`config.mk`:
```
export PLATFORM = sky130hd
export DESIGN_NAME = flc_top
export DESIGN_NICKNAME = d
export VERILOG_FILES = /design/src/include/flc_pkg.sv /design/src/hw/flc_top.sv /design/src/hw/flc_led_chan.sv /design/src/hw/flc_lowbat.sv
export SDC_FILE = /design/constraint.sdc
export NUM_CORES = 1
export LEC_CHECK = 0
export BUFFER_PORTS_ARGS = -buffer_cell sky130_fd_sc_hd__buf_4
export CORE_MARGIN = 10
export CORE_UTILIZATION = 50
export CTS_BUF_LIST = sky130_fd_sc_hd__clkbuf_4 sky130_fd_sc_hd__clkbuf_8
export DETAILED_ROUTE_END_ITERATION = 16
export GPL_TIMING_DRIVEN = 0
export HOLD_SLACK_MARGIN = 0.15
export PLACE_DENSITY = 0.67
export SYNTH_ARGS = -nofsm -noshare
export SYNTH_HDL_FRONTEND = slang
export SYNTH_SLANG_ARGS = --single-unit
```
`constraint.sdc`:
```
create_clock -name clk -period 6.3 [get_ports clk]
set_clock_uncertainty 0.15 [all_clocks]
set_input_delay 0.315 -clock clk [delete_from_list [all_inputs] [get_ports clk]]
set_output_delay 0.315 -clock clk [all_outputs]
set_load 0.03 [all_outputs]
```
`src/include/flc_pkg.sv`:
```
// Shared constants for the flash and torch LED control block.
// Assumes a 250 MHz core clock and a byte-wide register port.
package flc_pkg;

	// ==========================================================
	// Clock and time base
	localparam int CLK_MHZ = 250;
	localparam int TICK_US = 1;
	localparam int TICK_CYCLES = TICK_US * CLK_MHZ;

	// ==========================================================
	// Register offsets
	localparam logic [7:0] ADDR_TORCH_CUR = 8'h02;
	localparam logic [7:0] ADDR_TORCH_TIMEOUT_SETTING = 8'h03;
	localparam logic [7:0] ADDR_FLASH_TIMEOUT_SETTING = 8'h04;
	localparam logic [7:0] ADDR_TRIG_SEL = 8'h05;
	localparam logic [7:0] ADDR_LOWBAT_V = 8'h06;
	localparam logic [7:0] ADDR_LOWBAT_T = 8'h07;
	localparam logic [7:0] ADDR_STAT_A = 8'h08;
	localparam logic [7:0] ADDR_STAT_B = 8'h09;

	// ==========================================================
	// Field positions
	localparam int TORCH_CODE_LSB = 0;
	localparam int TMR_SEL_LSB = 0;
	localparam int TORCH_OFF_BIT = 6;
	localparam int TMR_STYLE_BIT = 7;
	localparam int TORCH_SRC_B_LSB = 0;
	localparam int TORCH_SRC_A_LSB = 2;
	localparam int FLASH_SRC_B_LSB = 4;
	localparam int FLASH_SRC_A_LSB = 6;
	localparam int HYS_LSB = 0;
	localparam int THRESH_LSB = 2;
	localparam int THROTTLE_ON_BIT = 7;
	localparam int FALL_MASK_LSB = 0;
	localparam int RISE_MASK_LSB = 3;
	localparam int STAT_LEVEL_LSB = 0;
	localparam int STAT_KIND_BIT = 7;

	// ==========================================================
	// Reset values
	localparam logic [7:0] REG_RESET = 8'h00;

	// ==========================================================
	// Trigger source codes and the no-restore hysteresis code
	localparam logic [1:0] SRC_OFF = 2'h0;
	localparam logic [1:0] SRC_FLASH_PIN = 2'h1;
	localparam logic [1:0] SRC_TORCH_PIN = 2'h2;
	localparam logic [1:0] SRC_SERIAL = 2'h3;
	localparam logic [1:0] HYS_NONE = 2'h3;

	// ==========================================================
	// Timing and analog step sizes
	localparam logic [23:0] FLASH_STEP_US = 24'd62500;
	localparam logic [11:0] MASK_STEP_US = 12'd256;
	localparam logic [11:0] TH_BASE_MV = 12'd2400;
	localparam logic [11:0] TH_STEP_MV = 12'd33;
	localparam logic [11:0] TH_MAX_MV = 12'd3400;
	localparam logic [4:0] TH_SAT_CODE = 5'h1e;
	localparam logic [11:0] HYS_STEP_MV = 12'd100;
	localparam logic [7:0] STEP_DOWN_US = 8'hff;

	// Torch timeout in microseconds
	function automatic logic [23:0] torch_limit_us(input logic [3:0] sel);
		logic [23:0] v;
		v = 24'd262000;
		unique case (sel)
			4'h0: v = 24'd262000;
			4'h1: v = 24'd524000;
			4'h2: v = 24'd786000;
			4'h3: v = 24'd1048000;
			4'h4: v = 24'd1572000;
			4'h5: v = 24'd2096000;
			4'h6: v = 24'd2620000;
			4'h7: v = 24'd3144000;
			4'h8: v = 24'd4193000;
			4'h9: v = 24'd5242000;
			4'ha: v = 24'd6291000;
			4'hb: v = 24'd7340000;
			4'hc: v = 24'd9437000;
			4'hd: v = 24'd11534000;
			4'he: v = 24'd13631000;
			4'hf: v = 24'd15728000;
		endcase
		return v;
	endfunction

	function automatic logic [23:0] flash_limit_us(input logic [3:0] sel);
		return FLASH_STEP_US * ({20'h0, sel} + 24'h1);
	endfunction

	function automatic logic [11:0] mask_limit_us(input logic [2:0] sel);
		return MASK_STEP_US * ({9'h0, sel} + 12'h1);
	endfunction

	function automatic logic [11:0] thresh_mv(input logic [4:0] code);
		logic [11:0] v;
		v = TH_BASE_MV + TH_STEP_MV * {7'h0, code};
		// Top two codes both give the maximum
		if (code >= TH_SAT_CODE) begin
			v = TH_MAX_MV;
		end
		return v;
	endfunction

endpackage

```
`src/hw/flc_top.sv`:
```
// Flash and torch LED control: register bank, trigger routing, throttling.
// Assumes the serial front end delivers decoded byte reads and writes,
// and a battery level in mV from a converter on this clock.
//
// Function
// Torch code bits 3:0 sets total torch current, 16 steps of 23.436mA.
// Each channel carries half of the total torch current.
// Four-bit code selects torch safety timeout from 262ms to 15.728s.
// Bit 6 set switches the torch safety timer off.
// Torch timer bit 7: 0 one-shot, 1 run for full timer.
// Flash timeout code gives 62.5ms to 1000ms in 62.5ms steps.
// Flash timer bit 7: 0 one-shot, 1 run for full timer.
// Two-bit torch source per channel: off, flash pin, torch pin, serial.
// Two-bit flash source per channel: off, flash pin, torch pin, serial.
// Flash beats torch; torch starts only after flash completes.
// Bit 7 of battery setting enables throttling.
// Bits 6:2 set threshold from 2.4V in 33mV steps, capped 3.4V.
// Bits 1:0 set 100-300mV hysteresis; code 3 never restores current.
// Bits 2:0 set falling mask time 256us to 2048us.
// Bits 5:3 set rising mask time 256us to 2048us.
// Per channel, record lowest current reached and torch or flash kind.
// Expired safety timer ends flash or torch despite a held trigger.
// Throttle lowers current after falling mask, restores after rising mask.
`timescale 1ns/100ps
module flc_top #(
	parameter int TICK_CYCLES = flc_pkg::TICK_CYCLES
) (
	input wire logic clk,
	input wire logic resetn,
	input wire logic reg_wr_en,
	input wire logic reg_rd_en,
	input wire logic [7:0] reg_addr,
	input wire logic [7:0] reg_wdata,
	output logic [7:0] reg_rdata,
	output logic reg_rd_valid,
	input wire logic flash_trigger_pin,
	input wire logic torch_trigger_pin,
	input wire logic [4:0] flash_code_a,
	input wire logic [4:0] flash_code_b,
	input wire logic [11:0] batt_mv,
	output logic chan_a_flash_on,
	output logic chan_a_torch_on,
	output logic [5:0] chan_a_level,
	output logic chan_b_flash_on,
	output logic chan_b_torch_on,
	output logic [5:0] chan_b_level,
	output logic battery_throttle
);
	typedef struct packed {
		logic [3:0] torch_current_code;
		logic [3:0] torch_timeout_sel;
		logic torch_timeout_off;
		logic torch_timeout_style;
		logic [3:0] flash_timeout_sel;
		logic flash_timeout_style;
		logic [1:0] torch_src_chan_a;
		logic [1:0] torch_src_chan_b;
		logic [1:0] flash_src_chan_a;
		logic [1:0] flash_src_chan_b;
		logic lowbat_throttle_on;
		logic [4:0] lowbat_threshold;
		logic [1:0] lowbat_hysteresis;
		logic [2:0] lowbat_rise_mask;
		logic [2:0] lowbat_fall_mask;
		logic [5:0] chan_a_lowest_current;
		logic chan_a_event_kind;
		logic [5:0] chan_b_lowest_current;
		logic chan_b_event_kind;
		logic fpin_s1;
		logic fpin_s2;
		logic tpin_s1;
		logic tpin_s2;
		logic [11:0] pre_cnt;
		logic tick;
		logic [7:0] step_cnt;
		logic step;
		logic event_a;
		logic event_b;
		logic [5:0] level_a;
		logic [5:0] level_b;
		logic [7:0] rdata;
		logic rd_valid;
	} flc_top_s;

	flc_top_s s_r;
	flc_top_s s_nxt;
	logic fl_a;
	logic fl_b;
	logic to_a;
	logic to_b;
	logic throttle_w;
	logic [5:0] nom_a;
	logic [5:0] nom_b;

	// ==========================================================
	// Helpers

	// Source decode
	// Source decode
	function automatic logic src_active(input logic [1:0] sel, input logic fpin,
			input logic tpin);
		logic v;
		v = 1'b0;
		unique case (sel)
			flc_pkg::SRC_OFF: v = 1'b0;
			flc_pkg::SRC_FLASH_PIN: v = fpin;
			flc_pkg::SRC_TORCH_PIN: v = tpin;
			flc_pkg::SRC_SERIAL: v = 1'b1;
		endcase
		return v;
	endfunction

	// Level in 11.72mA units; flash step is two units, torch step one
	function automatic logic [5:0] nominal(input logic flash, input logic [4:0] fcode,
			input logic [3:0] tcode);
		logic [5:0] v;
		// Half of total per channel
		v = flash ? {fcode, 1'b1} : {2'h0, tcode};
		return v;
	endfunction

	// ==========================================================
	// Channels and detector
	flc_led_chan u_chan_a (
		.clk(clk),
		.resetn(resetn),
		.tick(s_r.tick),
		.flash_req(src_active(s_r.flash_src_chan_a, s_r.fpin_s2, s_r.tpin_s2)),
		.torch_req(src_active(s_r.torch_src_chan_a, s_r.fpin_s2, s_r.tpin_s2)),
		.flash_style(s_r.flash_timeout_style),
		.torch_style(s_r.torch_timeout_style),
		.torch_timer_off(s_r.torch_timeout_off),
		.flash_limit(flc_pkg::flash_limit_us(s_r.flash_timeout_sel)),
		.torch_limit(flc_pkg::torch_limit_us(s_r.torch_timeout_sel)),
		.flash_on(fl_a),
		.torch_on(to_a)
	);

	flc_led_chan u_chan_b (
		.clk(clk),
		.resetn(resetn),
		.tick(s_r.tick),
		.flash_req(src_active(s_r.flash_src_chan_b, s_r.fpin_s2, s_r.tpin_s2)),
		.torch_req(src_active(s_r.torch_src_chan_b, s_r.fpin_s2, s_r.tpin_s2)),
		.flash_style(s_r.flash_timeout_style),
		.torch_style(s_r.torch_timeout_style),
		.torch_timer_off(s_r.torch_timeout_off),
		// Flash timeout
		.flash_limit(flc_pkg::flash_limit_us(s_r.flash_timeout_sel)),
		// Torch timeout
		.torch_limit(flc_pkg::torch_limit_us(s_r.torch_timeout_sel)),
		.flash_on(fl_b),
		.torch_on(to_b)
	);

	flc_lowbat u_lowbat (
		.clk(clk),
		.resetn(resetn),
		.tick(s_r.tick),
		.enable(s_r.lowbat_throttle_on),
		.threshold(s_r.lowbat_threshold),
		.hysteresis(s_r.lowbat_hysteresis),
		.fall_sel(s_r.lowbat_fall_mask),
		.rise_sel(s_r.lowbat_rise_mask),
		.batt_mv(batt_mv),
		.throttle(throttle_w)
	);

	// ==========================================================
	// Next state
	always_comb begin
		s_nxt = s_r;
		// Pins pass two flops before use
		s_nxt.fpin_s1 = flash_trigger_pin;
		s_nxt.fpin_s2 = s_r.fpin_s1;
		s_nxt.tpin_s1 = torch_trigger_pin;
		s_nxt.tpin_s2 = s_r.tpin_s1;

		// Microsecond tick and slower throttle step
		s_nxt.tick = 1'b0;
		s_nxt.step = 1'b0;
		if (s_r.pre_cnt >= 12'(TICK_CYCLES - 1)) begin
			s_nxt.pre_cnt = 12'h0;
			s_nxt.tick = 1'b1;
		end else begin
			s_nxt.pre_cnt = s_r.pre_cnt + 12'h1;
		end
		if (s_r.tick) begin
			if (s_r.step_cnt >= flc_pkg::STEP_DOWN_US) begin
				s_nxt.step_cnt = 8'h0;
				s_nxt.step = 1'b1;
			end else begin
				s_nxt.step_cnt = s_r.step_cnt + 8'h1;
			end
		end

		// Register writes; reserved bits are dropped
		if (reg_wr_en) begin
			unique case (reg_addr)
				flc_pkg::ADDR_TORCH_CUR: begin
					// Torch current code
					s_nxt.torch_current_code = reg_wdata[flc_pkg::TORCH_CODE_LSB +: 4];
				end
				flc_pkg::ADDR_TORCH_TIMEOUT_SETTING: begin
					s_nxt.torch_timeout_sel = reg_wdata[flc_pkg::TMR_SEL_LSB +: 4];
					s_nxt.torch_timeout_off = reg_wdata[flc_pkg::TORCH_OFF_BIT];
					s_nxt.torch_timeout_style = reg_wdata[flc_pkg::TMR_STYLE_BIT];
				end
				flc_pkg::ADDR_FLASH_TIMEOUT_SETTING: begin
					s_nxt.flash_timeout_sel = reg_wdata[flc_pkg::TMR_SEL_LSB +: 4];
					s_nxt.flash_timeout_style = reg_wdata[flc_pkg::TMR_STYLE_BIT];
				end
				flc_pkg::ADDR_TRIG_SEL: begin
					s_nxt.torch_src_chan_b = reg_wdata[flc_pkg::TORCH_SRC_B_LSB +: 2];
					s_nxt.torch_src_chan_a = reg_wdata[flc_pkg::TORCH_SRC_A_LSB +: 2];
					s_nxt.flash_src_chan_b = reg_wdata[flc_pkg::FLASH_SRC_B_LSB +: 2];
					s_nxt.flash_src_chan_a = reg_wdata[flc_pkg::FLASH_SRC_A_LSB +: 2];
				end
				flc_pkg::ADDR_LOWBAT_V: begin
					s_nxt.lowbat_hysteresis = reg_wdata[flc_pkg::HYS_LSB +: 2];
					s_nxt.lowbat_threshold = reg_wdata[flc_pkg::THRESH_LSB +: 5];
					s_nxt.lowbat_throttle_on = reg_wdata[flc_pkg::THROTTLE_ON_BIT];
				end
				flc_pkg::ADDR_LOWBAT_T: begin
					s_nxt.lowbat_fall_mask = reg_wdata[flc_pkg::FALL_MASK_LSB +: 3];
					s_nxt.lowbat_rise_mask = reg_wdata[flc_pkg::RISE_MASK_LSB +: 3];
				end
				flc_pkg::ADDR_STAT_A: begin
					s_nxt.chan_a_lowest_current = reg_wdata[flc_pkg::STAT_LEVEL_LSB +: 6];
					s_nxt.chan_a_event_kind = reg_wdata[flc_pkg::STAT_KIND_BIT];
				end
				flc_pkg::ADDR_STAT_B: begin
					s_nxt.chan_b_lowest_current = reg_wdata[flc_pkg::STAT_LEVEL_LSB +: 6];
					s_nxt.chan_b_event_kind = reg_wdata[flc_pkg::STAT_KIND_BIT];
				end
				default: begin
				end
			endcase
		end

		// Channel levels; a throttle step lowers one unit down to zero
		nom_a = nominal(fl_a, flash_code_a, s_r.torch_current_code);
		nom_b = nominal(fl_b, flash_code_b, s_r.torch_current_code);
		s_nxt.event_a = throttle_w && (fl_a || to_a);
		s_nxt.event_b = throttle_w && (fl_b || to_b);
		if (!s_nxt.event_a) begin
			s_nxt.level_a = nom_a;
		end else if (!s_r.event_a) begin
			s_nxt.level_a = nom_a;
		end else if (s_r.step && s_r.level_a != 6'h0) begin
			s_nxt.level_a = s_r.level_a - 6'h1;
		end
		if (!s_nxt.event_b) begin
			s_nxt.level_b = nom_b;
		end else if (!s_r.event_b) begin
			s_nxt.level_b = nom_b;
		end else if (s_r.step && s_r.level_b != 6'h0) begin
			s_nxt.level_b = s_r.level_b - 6'h1;
		end

		// Record lowest level and kind; hardware beats a write
		if (s_nxt.event_a && (!s_r.event_a || s_nxt.level_a < s_r.chan_a_lowest_current)) begin
			s_nxt.chan_a_lowest_current = s_nxt.level_a;
			s_nxt.chan_a_event_kind = fl_a;
		end
		if (s_nxt.event_b && (!s_r.event_b || s_nxt.level_b < s_r.chan_b_lowest_current)) begin
			s_nxt.chan_b_lowest_current = s_nxt.level_b;
			s_nxt.chan_b_event_kind = fl_b;
		end

		// Register reads, one cycle later; unmapped reads give zero
		s_nxt.rd_valid = reg_rd_en;
		s_nxt.rdata = 8'h00;
		if (reg_rd_en) begin
			unique case (reg_addr)
				flc_pkg::ADDR_TORCH_CUR: s_nxt.rdata = {4'h0, s_r.torch_current_code};
				flc_pkg::ADDR_TORCH_TIMEOUT_SETTING: s_nxt.rdata = {s_r.torch_timeout_style,
						s_r.torch_timeout_off, 2'h0, s_r.torch_timeout_sel};
				flc_pkg::ADDR_FLASH_TIMEOUT_SETTING: s_nxt.rdata = {s_r.flash_timeout_style, 3'h0,
						s_r.flash_timeout_sel};
				flc_pkg::ADDR_TRIG_SEL: s_nxt.rdata = {s_r.flash_src_chan_a,
						s_r.flash_src_chan_b, s_r.torch_src_chan_a, s_r.torch_src_chan_b};
				flc_pkg::ADDR_LOWBAT_V: s_nxt.rdata = {s_r.lowbat_throttle_on,
						s_r.lowbat_threshold, s_r.lowbat_hysteresis};
				flc_pkg::ADDR_LOWBAT_T: s_nxt.rdata = {2'h0, s_r.lowbat_rise_mask,
						s_r.lowbat_fall_mask};
				flc_pkg::ADDR_STAT_A: s_nxt.rdata = {s_r.chan_a_event_kind, 1'b0,
						s_r.chan_a_lowest_current};
				flc_pkg::ADDR_STAT_B: s_nxt.rdata = {s_r.chan_b_event_kind, 1'b0,
						s_r.chan_b_lowest_current};
				default: s_nxt.rdata = 8'h00;
			endcase
		end
	end

	always_ff @(posedge clk) begin
		if (!resetn) begin
			s_r <= '0;
		end else begin
			s_r <= s_nxt;
		end
	end

	// ==========================================================
	// Outputs
	always_ff @(posedge clk) begin
		if (!resetn) begin
			chan_a_flash_on <= 1'b0;
			chan_a_torch_on <= 1'b0;
			chan_b_flash_on <= 1'b0;
			chan_b_torch_on <= 1'b0;
			battery_throttle <= 1'b0;
		end else begin
			chan_a_flash_on <= fl_a;
			chan_a_torch_on <= to_a;
			chan_b_flash_on <= fl_b;
			chan_b_torch_on <= to_b;
			battery_throttle <= throttle_w;
		end
	end

	assign chan_a_level = s_r.level_a;
	assign chan_b_level = s_r.level_b;
	assign reg_rdata = s_r.rdata;
	assign reg_rd_valid = s_r.rd_valid;
endmodule

```
`src/hw/flc_led_chan.sv`:
```
// One LED channel: flash and torch sequencing with safety timers.
// Assumes tick is a one-cycle pulse every microsecond, same clock.
`timescale 1ns/100ps
module flc_led_chan (
	input wire logic clk,
	input wire logic resetn,
	input wire logic tick,
	input wire logic flash_req,
	input wire logic torch_req,
	input wire logic flash_style,
	input wire logic torch_style,
	input wire logic torch_timer_off,
	input wire logic [23:0] flash_limit,
	input wire logic [23:0] torch_limit,
	output logic flash_on,
	output logic torch_on
);
	typedef enum logic [1:0] {CH_IDLE, CH_FLASH, CH_TORCH} flc_chmode_e;
	typedef struct packed {
		flc_chmode_e mode;
		logic [23:0] cnt;
		logic flash_armed;
		logic torch_armed;
	} flc_chan_s;

	flc_chan_s s_r;
	flc_chan_s s_nxt;
	logic cnt_last;

	// ==========================================================
	// Sequencer
	always_comb begin
		s_nxt = s_r;
		cnt_last = 1'b0;
		// A trigger must drop before it can start the LED again, except torch after flash preempts it
		if (!flash_req) begin
			s_nxt.flash_armed = 1'b1;
		end
		if (!torch_req) begin
			s_nxt.torch_armed = 1'b1;
		end
		if (tick) begin
			s_nxt.cnt = s_r.cnt + 24'h1;
		end
		unique case (s_r.mode)
			CH_IDLE: begin
				s_nxt.cnt = 24'h0;
				// Flash first
				if (flash_req && s_r.flash_armed) begin
					s_nxt.mode = CH_FLASH;
					s_nxt.flash_armed = 1'b0;
				end else if (torch_req && s_r.torch_armed) begin
					s_nxt.mode = CH_TORCH;
					s_nxt.torch_armed = 1'b0;
				end
			end
			CH_FLASH: begin
				cnt_last = tick && (s_r.cnt + 24'h1 >= flash_limit);
				// Timer ends flash
				// Style picks release
				if (cnt_last || (!flash_style && !flash_req)) begin
					s_nxt.mode = CH_IDLE;
				end
			end
			CH_TORCH: begin
				cnt_last = !torch_timer_off && tick && (s_r.cnt + 24'h1 >= torch_limit);
				if (flash_req && s_r.flash_armed) begin
					// Flash preempts torch
					s_nxt.mode = CH_FLASH;
					s_nxt.cnt = 24'h0;
					s_nxt.flash_armed = 1'b0;
					s_nxt.torch_armed = 1'b1;
				end else if (cnt_last) begin
					// Timer ends torch
					s_nxt.mode = CH_IDLE;
				end else if (!torch_req && (!torch_style || torch_timer_off)) begin
					// Untimed torch follows trigger
					// Style picks release
					s_nxt.mode = CH_IDLE;
				end
			end
		endcase
	end

	always_ff @(posedge clk) begin
		if (!resetn) begin
			s_r <= '{mode: CH_IDLE, cnt: 24'h0, flash_armed: 1'b1, torch_armed: 1'b1};
		end else begin
			s_r <= s_nxt;
		end
	end

	always_ff @(posedge clk) begin
		if (!resetn) begin
			flash_on <= 1'b0;
			torch_on <= 1'b0;
		end else begin
			flash_on <= (s_nxt.mode == CH_FLASH);
			torch_on <= (s_nxt.mode == CH_TORCH);
		end
	end
endmodule

```
`src/hw/flc_lowbat.sv`:
```
// Low-battery throttle detector with falling and rising mask timers.
// Assumes batt_mv is a digitised battery level in mV on this clock.
`timescale 1ns/100ps
module flc_lowbat (
	input wire logic clk,
	input wire logic resetn,
	input wire logic tick,
	input wire logic enable,
	input wire logic [4:0] threshold,
	input wire logic [1:0] hysteresis,
	input wire logic [2:0] fall_sel,
	input wire logic [2:0] rise_sel,
	input wire logic [11:0] batt_mv,
	output logic throttle
);
	typedef struct packed {
		logic throttled;
		logic [11:0] cnt;
	} flc_lowbat_s;

	flc_lowbat_s s_r;
	flc_lowbat_s s_nxt;
	logic [11:0] th_mv;
	logic [11:0] hys_mv;

	always_comb begin
		s_nxt = s_r;
		// Threshold from code
		th_mv = flc_pkg::thresh_mv(threshold);
		// Hysteresis steps
		hys_mv = flc_pkg::HYS_STEP_MV * ({10'h0, hysteresis} + 12'h1);
		if (!enable) begin
			// Throttle off
			s_nxt.throttled = 1'b0;
			s_nxt.cnt = 12'h0;
		end else if (!s_r.throttled) begin
			if (batt_mv < th_mv) begin
				if (tick) begin
					s_nxt.cnt = s_r.cnt + 12'h1;
				end
				// Falling mask
				// Lower after mask
				if (tick && (s_r.cnt + 12'h1 >= flc_pkg::mask_limit_us(fall_sel))) begin
					s_nxt.throttled = 1'b1;
					s_nxt.cnt = 12'h0;
				end
			end else begin
				s_nxt.cnt = 12'h0;
			end
		end else if (hysteresis != flc_pkg::HYS_NONE && batt_mv > th_mv + hys_mv) begin
			// No restore without hysteresis
			if (tick) begin
				s_nxt.cnt = s_r.cnt + 12'h1;
			end
			// Rising mask
			// Restore after mask
			if (tick && (s_r.cnt + 12'h1 >= flc_pkg::mask_limit_us(rise_sel))) begin
				s_nxt.throttled = 1'b0;
				s_nxt.cnt = 12'h0;
			end
		end else begin
			s_nxt.cnt = 12'h0;
		end
	end

	always_ff @(posedge clk) begin
		if (!resetn) begin
			s_r <= '{throttled: 1'b0, cnt: 12'h0};
		end else begin
			s_r <= s_nxt;
		end
	end

	assign throttle = s_r.throttled;
endmodule

```
## Word level (Yosys, flattened, before mapping)

Memory sizes are Yosys's and may differ from the RTL's. A register that Yosys moved wholly into a read port is not among the register bits.
Index checks and enable logic that the tools add are counted.

- Word-level logic and storage cells: 239
- Memories kept: 2
- Bits in read-only memories: 448
- Output and inout port bits: 26
- Flip-flop bits (word level): 178
- Input bits: 44

- $mul: 3
- Equality and inequality tests: 29
- $lt $le $gt $ge: 13
- Bitwise logic cells: 1
- Mux-type cells: 64
- $add $sub $neg: 13
- Reduce and logical (&&, ||, !) cells: 62

Memory list:

| memory | words | width | rd ports | clocked after memory_dff | wr ports | RTL line | text |
|---|---|---|---|---|---|---|---|
| (no name shown) | 16 | 14 | 1 | 1 | 0 | flc_pkg.sv:67 | `unique case (sel)` |
| (no name shown) | 16 | 14 | 1 | 1 | 0 | flc_pkg.sv:67 |  |

Operators by type and width:

| kind | number |
|---|---|
| $pmux 26 s2 | 2 |
| $pmux 8 s8 | 1 |
| $mux 26 | 2 |
| $add 24x1->24 const B | 2 |
| $ge 24x21->1 | 2 |
| $ge 24x24->1 | 2 |
| $mux 12 | 4 |
| $mux 24 | 2 |
| $mux 6 | 8 |
| $mux 13 | 3 |
| $eq 8x3->1 const B | 4 |
| $mux 7 | 4 |
| $add 12x1->12 const B | 2 |
| $eq 2x2->1 const B | 12 |
| $ge 12x12->1 | 2 |
| $mux 2 | 12 |
| $logic_and 1x1->1 | 22 |
| $reduce_and 2->1 | 11 |
| $mul 14x5->19 const A | 1 |
| $eq 2x1->1 const B | 8 |
| $eq 8x2->1 const B | 2 |
| $eq 8x4->1 const B | 2 |
| $mux 4 | 4 |
| $pmux 1 s4 | 4 |
| 27 further kinds | 67 |

## Longest topological paths before layout

- Word-level depth: 10
- Mapped depth: 26
- Mapped depth without buffers: 24

## By module

Synthesis repeated with hierarchy kept, for this count alone.

- Cell total of the unflattened synthesis: 1,792
- Area total of the unflattened synthesis: 14,941.8 um2

Modules (own cells, without submodules):

| module | instances | cells each | sequential area each (um2) | area each (um2) |
|---|---|---|---|---|
| flc_top | 1 | 795 | 2,382.3 | 6,952.9 |
| flc_led_chan | 2 | 360 | 600.6 | 2,865.2 |
| flc_lowbat | 1 | 277 | 260.2 | 2,258.4 |

## Worst setup path after synthesis

Ideal clock, no wire load.

- Path kind: register to register
- Start: register s_r[86] (netlist bit)
- End: register u_chan_b.flash_on
- Arrival time: 5,205 ps
- Clock period less this slack: 5,469 ps
- Required time: 6,035 ps
- Setup time: 115 ps
- Cell stages (with the launch flop): 24
- Buffers on the path: 0
- Path slack: 831 ps
- Path through: dfxtp_1 -> ha_1 -> xor2_1 -> inv_1 -> fa_1 -> fa_1 -> inv_1 -> ha_1 -> ha_1 -> a21oi_1 -> nand3_1 -> a21oi_1 -> nor2b_1 -> o21ai_0 -> nand2b_1 -> xnor2_1 -> ha_1 -> a21oi_1 -> o211ai_1 -> and4b_1 -> o2111ai_1 -> a22o_1 -> o211a_1 -> and2_1

- Cells in the longest elaborated chain, start to end: 8

RTL lines:

| element | RTL line | text |
|---|---|---|
| start, declared | flc_top.sv:85 | `flc_top_s s_r;` |
| start signal, assigned | flc_top.sv:300 | `s_r <= s_nxt;` |
| $add 4x1->5 | flc_pkg.sv:89 | `return FLASH_STEP_US * ({20'h0, sel} + 24'h1);` |
| $mul 14x5->19 | flc_pkg.sv:89 |  |
| $ge 24x21->1 | flc_led_chan.sv:58 | `cnt_last = tick && (s_r.cnt + 24'h1 >= flash_limit);` |
| $logic_and 1x1->1 | flc_led_chan.sv:58 |  |
| $logic_or 1x1->1 | flc_led_chan.sv:61 | `if (cnt_last \|\| (!flash_style && !flash_req)) begin` |
| $mux 2 | flc_led_chan.sv:61 |  |
| $pmux 2 s3 | flc_led_chan.sv:45 | `unique case (s_r.mode)` |
| $eq 2x1->1 | flc_led_chan.sv:98 | `flash_on <= (s_nxt.mode == CH_FLASH);` |
| end signal, assigned | flc_led_chan.sv:98 |  |
| end, declared | flc_led_chan.sv:15 | `output logic flash_on,` |

No other way between the ends.
A chain may end at the register's enable or synchronous reset.

## Final worst setup path

- Start: register s_r[86] (netlist bit)
- End: register u_chan_b.torch_on

- Cells in the longest elaborated chain, start to end: 8

RTL lines:

| element | RTL line | text |
|---|---|---|
| $add 4x1->5 | flc_pkg.sv:89 |  |
| $mul 14x5->19 | flc_pkg.sv:89 |  |
| $ge 24x21->1 | flc_led_chan.sv:58 |  |
| $logic_and 1x1->1 | flc_led_chan.sv:58 |  |
| $logic_or 1x1->1 | flc_led_chan.sv:61 |  |
| $mux 2 | flc_led_chan.sv:61 |  |
| $pmux 2 s3 | flc_led_chan.sv:45 |  |
| $eq 2x2->1 | flc_led_chan.sv:99 | `torch_on <= (s_nxt.mode == CH_TORCH);` |
| end signal, assigned | flc_led_chan.sv:99 |  |
| end, declared | flc_led_chan.sv:16 | `output logic torch_on` |

No other way between the ends.

==> out/qor.txt <==
Comb pwr share = 5.0%
Setup Viol. Count Final = 0
Largest family of logic cells by synthesized area = simple AND/OR/NAND/NOR gates
CP Max Fanout = 8
CTS tree = done
Avg Cell Area, Syn = 8.28 sq um
Psw = 0.607 mW
Most used DFF post-synth = dfxtp_1
Worst setup path category = reg -> reg
Fin nets = 1,980
Pint = 1.57 mW
I/O pin count = 70
Max Cap Violations = 0
Seq/Total Area, Yosys = 28.2%
Final setup TNS = 0 ps
Mux share of post-synthesis cell area = 4.55%
Num CTS Buffers = 17
Mapped Cells = 1,648
Slew HR = 45.9%
Fraction of layout cells with a size suffix above 1 = 9.94%
Library cells used by synthesis = 81
Clock slew at reported path FFs = 130 ps
Number of synthesized flops with an enable pin = 0
Vias/cell = 5.55
IO Port Bufs = 62
Routed WL = 35,200 um
GRT Util Overall = 20.7%
Crit end category = flip-flop
Max Slew Vio Count = 0
Area growth syn-to-layout = 11.3%
Clk network pwr share = 38.9%
CTS Buffer Depth = 2
CP Launch Type = flip-flop
Initial antenna violation count = 0
Pwr per Cell Area = 143 nW/um^2
FF+latch area = 3850 sq um
Sw frac = 27.9%
Setup WS post-layout = 392 ps
Multi-input gate area = 9060 sq um
Leakage = 6.40 nW
RR Endpoint = u_chan_b.torch_on
Ys Warns = 0
Starting density of the core = 50.8%
Global route total overflow = 0
Starting DRT DRC Count = 686
# H-tree levels = 4
R2R Setup Slk = 390 ps
Hold EP = s_r[86]
Area post-placement = 14,500 sq um
Die width = 185 um
Die area = 34,300 sq um
RSZ-0062 raised after global routing = false
Final period util = 93.8%
Avg WL per Cell = 16.7 um
Vias in the first global route = 11,300
Proportion of netlist area held by the largest area contributor = 28.2%
Residual DRC = 0
DP Worst Slack = -453 ps
Simple-Gate Fraction of Synth Area = 21.6%
Crit path DAT = 6170 ps
Clock Sinks = 192
Iteration count of the initial detailed-routing pass = 7
Clock root cell = clkbuf_8
Hold Crit Class = in -> reg
VDD IR max = 0.121 mV
Yosys reg bits = 192
Hold path cells = 3
Final Hold Vio Count = 0
Final min period = 5910 ps
Filler Cell Count = 2,480
Rows = 60
Placeable Area = 26,900 sq um
Pwr Total = 2.18 mW
Clock latency at the later pin of the worst-skew pair = 500 ps
Hold Crit Start = reg_wdata[0]
N_diodes = 0
Req. time, crit path = 6560 ps
Largest net degree at the start of global routing = 21
Antenna-violating nets left = 0
Flop pwr share = 56.1%
RR Startpoint = s_r[86]
Synth Area in XOR/XNOR = 9.69%
Die Ht = 185 um
Compound-cell area share of the yosys netlist = 12.2%
Top post-synthesis cells by area = dfxtp_1 28%, ha_1 17%, xor2_1 4.9%
First-pass GRT wire length = 57,400 um
FF-to-FF path depth = 23
Synth area leader = dfxtp_1
Synth Area in Adders = 17.8%
Fmax = 169 MHz
Post-DP HPWL = 27,700 um
Status = completed
Synthesized cell area = 13,600 sq um
Design area = 15,200 sq um
Worst slew pin tran = 812 ps
Gpl congestion = 0.923
Via count = 11,700
Post-synth ARST share = 0%
==> registers in the layout (all words and copies together) (netlist names) <==
name                  cells
chan_b_flash_on           1
reg_rdata                 8
u_chan_b.torch_limit     14
reg_rd_valid              1
battery_throttle          1
u_chan_a.s_r             28
s_r                      77
u_chan_b.s_r             28
u_lowbat.s_r             12
s_nxt                     2
chan_a_level              6
chan_b_level              6
chan_a_flash_on           1
u_chan_a.flash_on         1
u_chan_b.flash_on         1
u_chan_b.torch_on         1
u_lowbat.throttle         1
chan_a_torch_on           1
chan_b_torch_on           1
u_chan_a.torch_on         1
==> per-layer routing <==
layer	vias to the layer above	wire length, um	global-route usage [%]
li1	5898	-	-
met5	-	0	0
met3	56	1690	3.21
met1	5432	15600	25.8
met4	0	1070	8.09
met2	287	16800	35.0
==> what timing repair did <==
action	CTS	global route
cloned	0	0
endpoints found under the setup margin	5	8
hold buffers	12	0
buffers inserted	0	5
resized for setup	6	12
endpoints found under the hold margin	27	0
pin swaps	0	2
==> power groups by stage <==
stage	Sequential (mW)	Clock (mW)	Combinational [mW]
floorplan	1.25	0	0.0510
global placement	1.25	0	0.100
detailed placement	1.25	0	0.102
CTS	1.22	0.865	0.108
global route	1.22	0.912	0.118
finish	1.22	0.848	0.108
==> Yosys cell counts (4+ instances only) <==
cell and instances:
o21ai_0 40, nor3b_1 7, and3_1 20, nand2b_1 15, buf_4 20, mux2_2 14
buf_2 8, a221oi_1 4, nand4_1 36, a21boi_0 4, nor2b_1 8, nand3_1 79
xnor2_1 75, dfxtp_1 192, o31ai_1 4, and2_1 34, xor2_1 76, o22ai_1 11
clkbuf_1 50, nand2_1 162, nor2_1 173, a21oi_1 98, o211ai_1 11, nor3_1 16
buf_1 4, a21o_1 16, and4_1 8, or3_1 12, a31oi_1 9, a211oi_1 10
mux2i_1 44, inv_1 101, nor4_1 10, a22oi_1 8, nand3b_1 4, ha_1 180
o21a_1 7, fa_1 8
==> layout by cell type, fill, tap and decap left out, types with 49 or more instances in the layout <==
master,n
a21oi_1,97
nand3_1,78
inv_1,98
buf_4,87
nor2_1,173
ha_1,178
dfxtp_1,189
xor2_1,74
nand2_1,162
xnor2_1,74
clkbuf_1,49
==> per-stage QoR <==
step / std cells / util (%) / hold slack [ps]
2_1_floorplan: 1651 / - / 262
4_1_cts: 2097 / 56.2 / 154
5_1_grt: 2102 / 56.5 / 171
6_report: 2102 / 56.5 / 165
3_5_place_dp: 2054 / 54.1 / 274
3_3_place_gp: 2054 / 54.1 / 272
==> area by class of cell <==
cell class / count / area share (%)
Buffer: 85 / 2.78
Clock buffer: 18 / 1.59
Clock inverter: 14 / 1.13
Inverter: 102 / 2.56
Multi-Input combinational cell: 1271 / 59.7
Sequential cell: 192 / 25.4
Tap cell: 341 / 2.81
Timing Repair Buffer: 79 / 4.10
==> how the worst max path moves through the flow <==
stage,start,end,cells past startpoint
6_report,s_r[86],u_chan_b.torch_on,23
5_1_grt,s_r[86],u_chan_b.torch_on,23
4_1_cts,s_r[86],u_chan_b.torch_on,23
3_5_place_dp,s_r[86],u_chan_b.torch_on,23
3_3_place_gp,s_r[86],u_chan_b.flash_on,23
2_1_floorplan,s_r[86],u_chan_b.flash_on,23
==> worst max-delay path, cell delays in order (launching register included) <==
cell and delay, ps:
dfxtp_4 470, ha_4 200, xor2_4 230, inv_2 130, fa_1 500, fa_1 550, inv_1 40, ha_1 280
ha_1 370, a21oi_1 190, nand3_1 110, a21oi_2 180, nor2b_1 60, o21ai_0 140, nand2b_1 110, xnor2_2 280
ha_1 300, a21oi_1 160, o211ai_1 180, and4b_1 300, o2111ai_1 140, a22o_1 310, o211a_1 250, nor3_1 190
==> logic make-up after synthesis <==
family | Yosys count
other | 1
xor gates and xnor gates | 151
adders and majority gates | 190
buffers and inverters | 188
and+or+nand+nor | 605
muxes | 59
DFF | 192
AOI/OAI and AO/OA | 262
No activity file was read; power rests on OpenSTA's default activity.
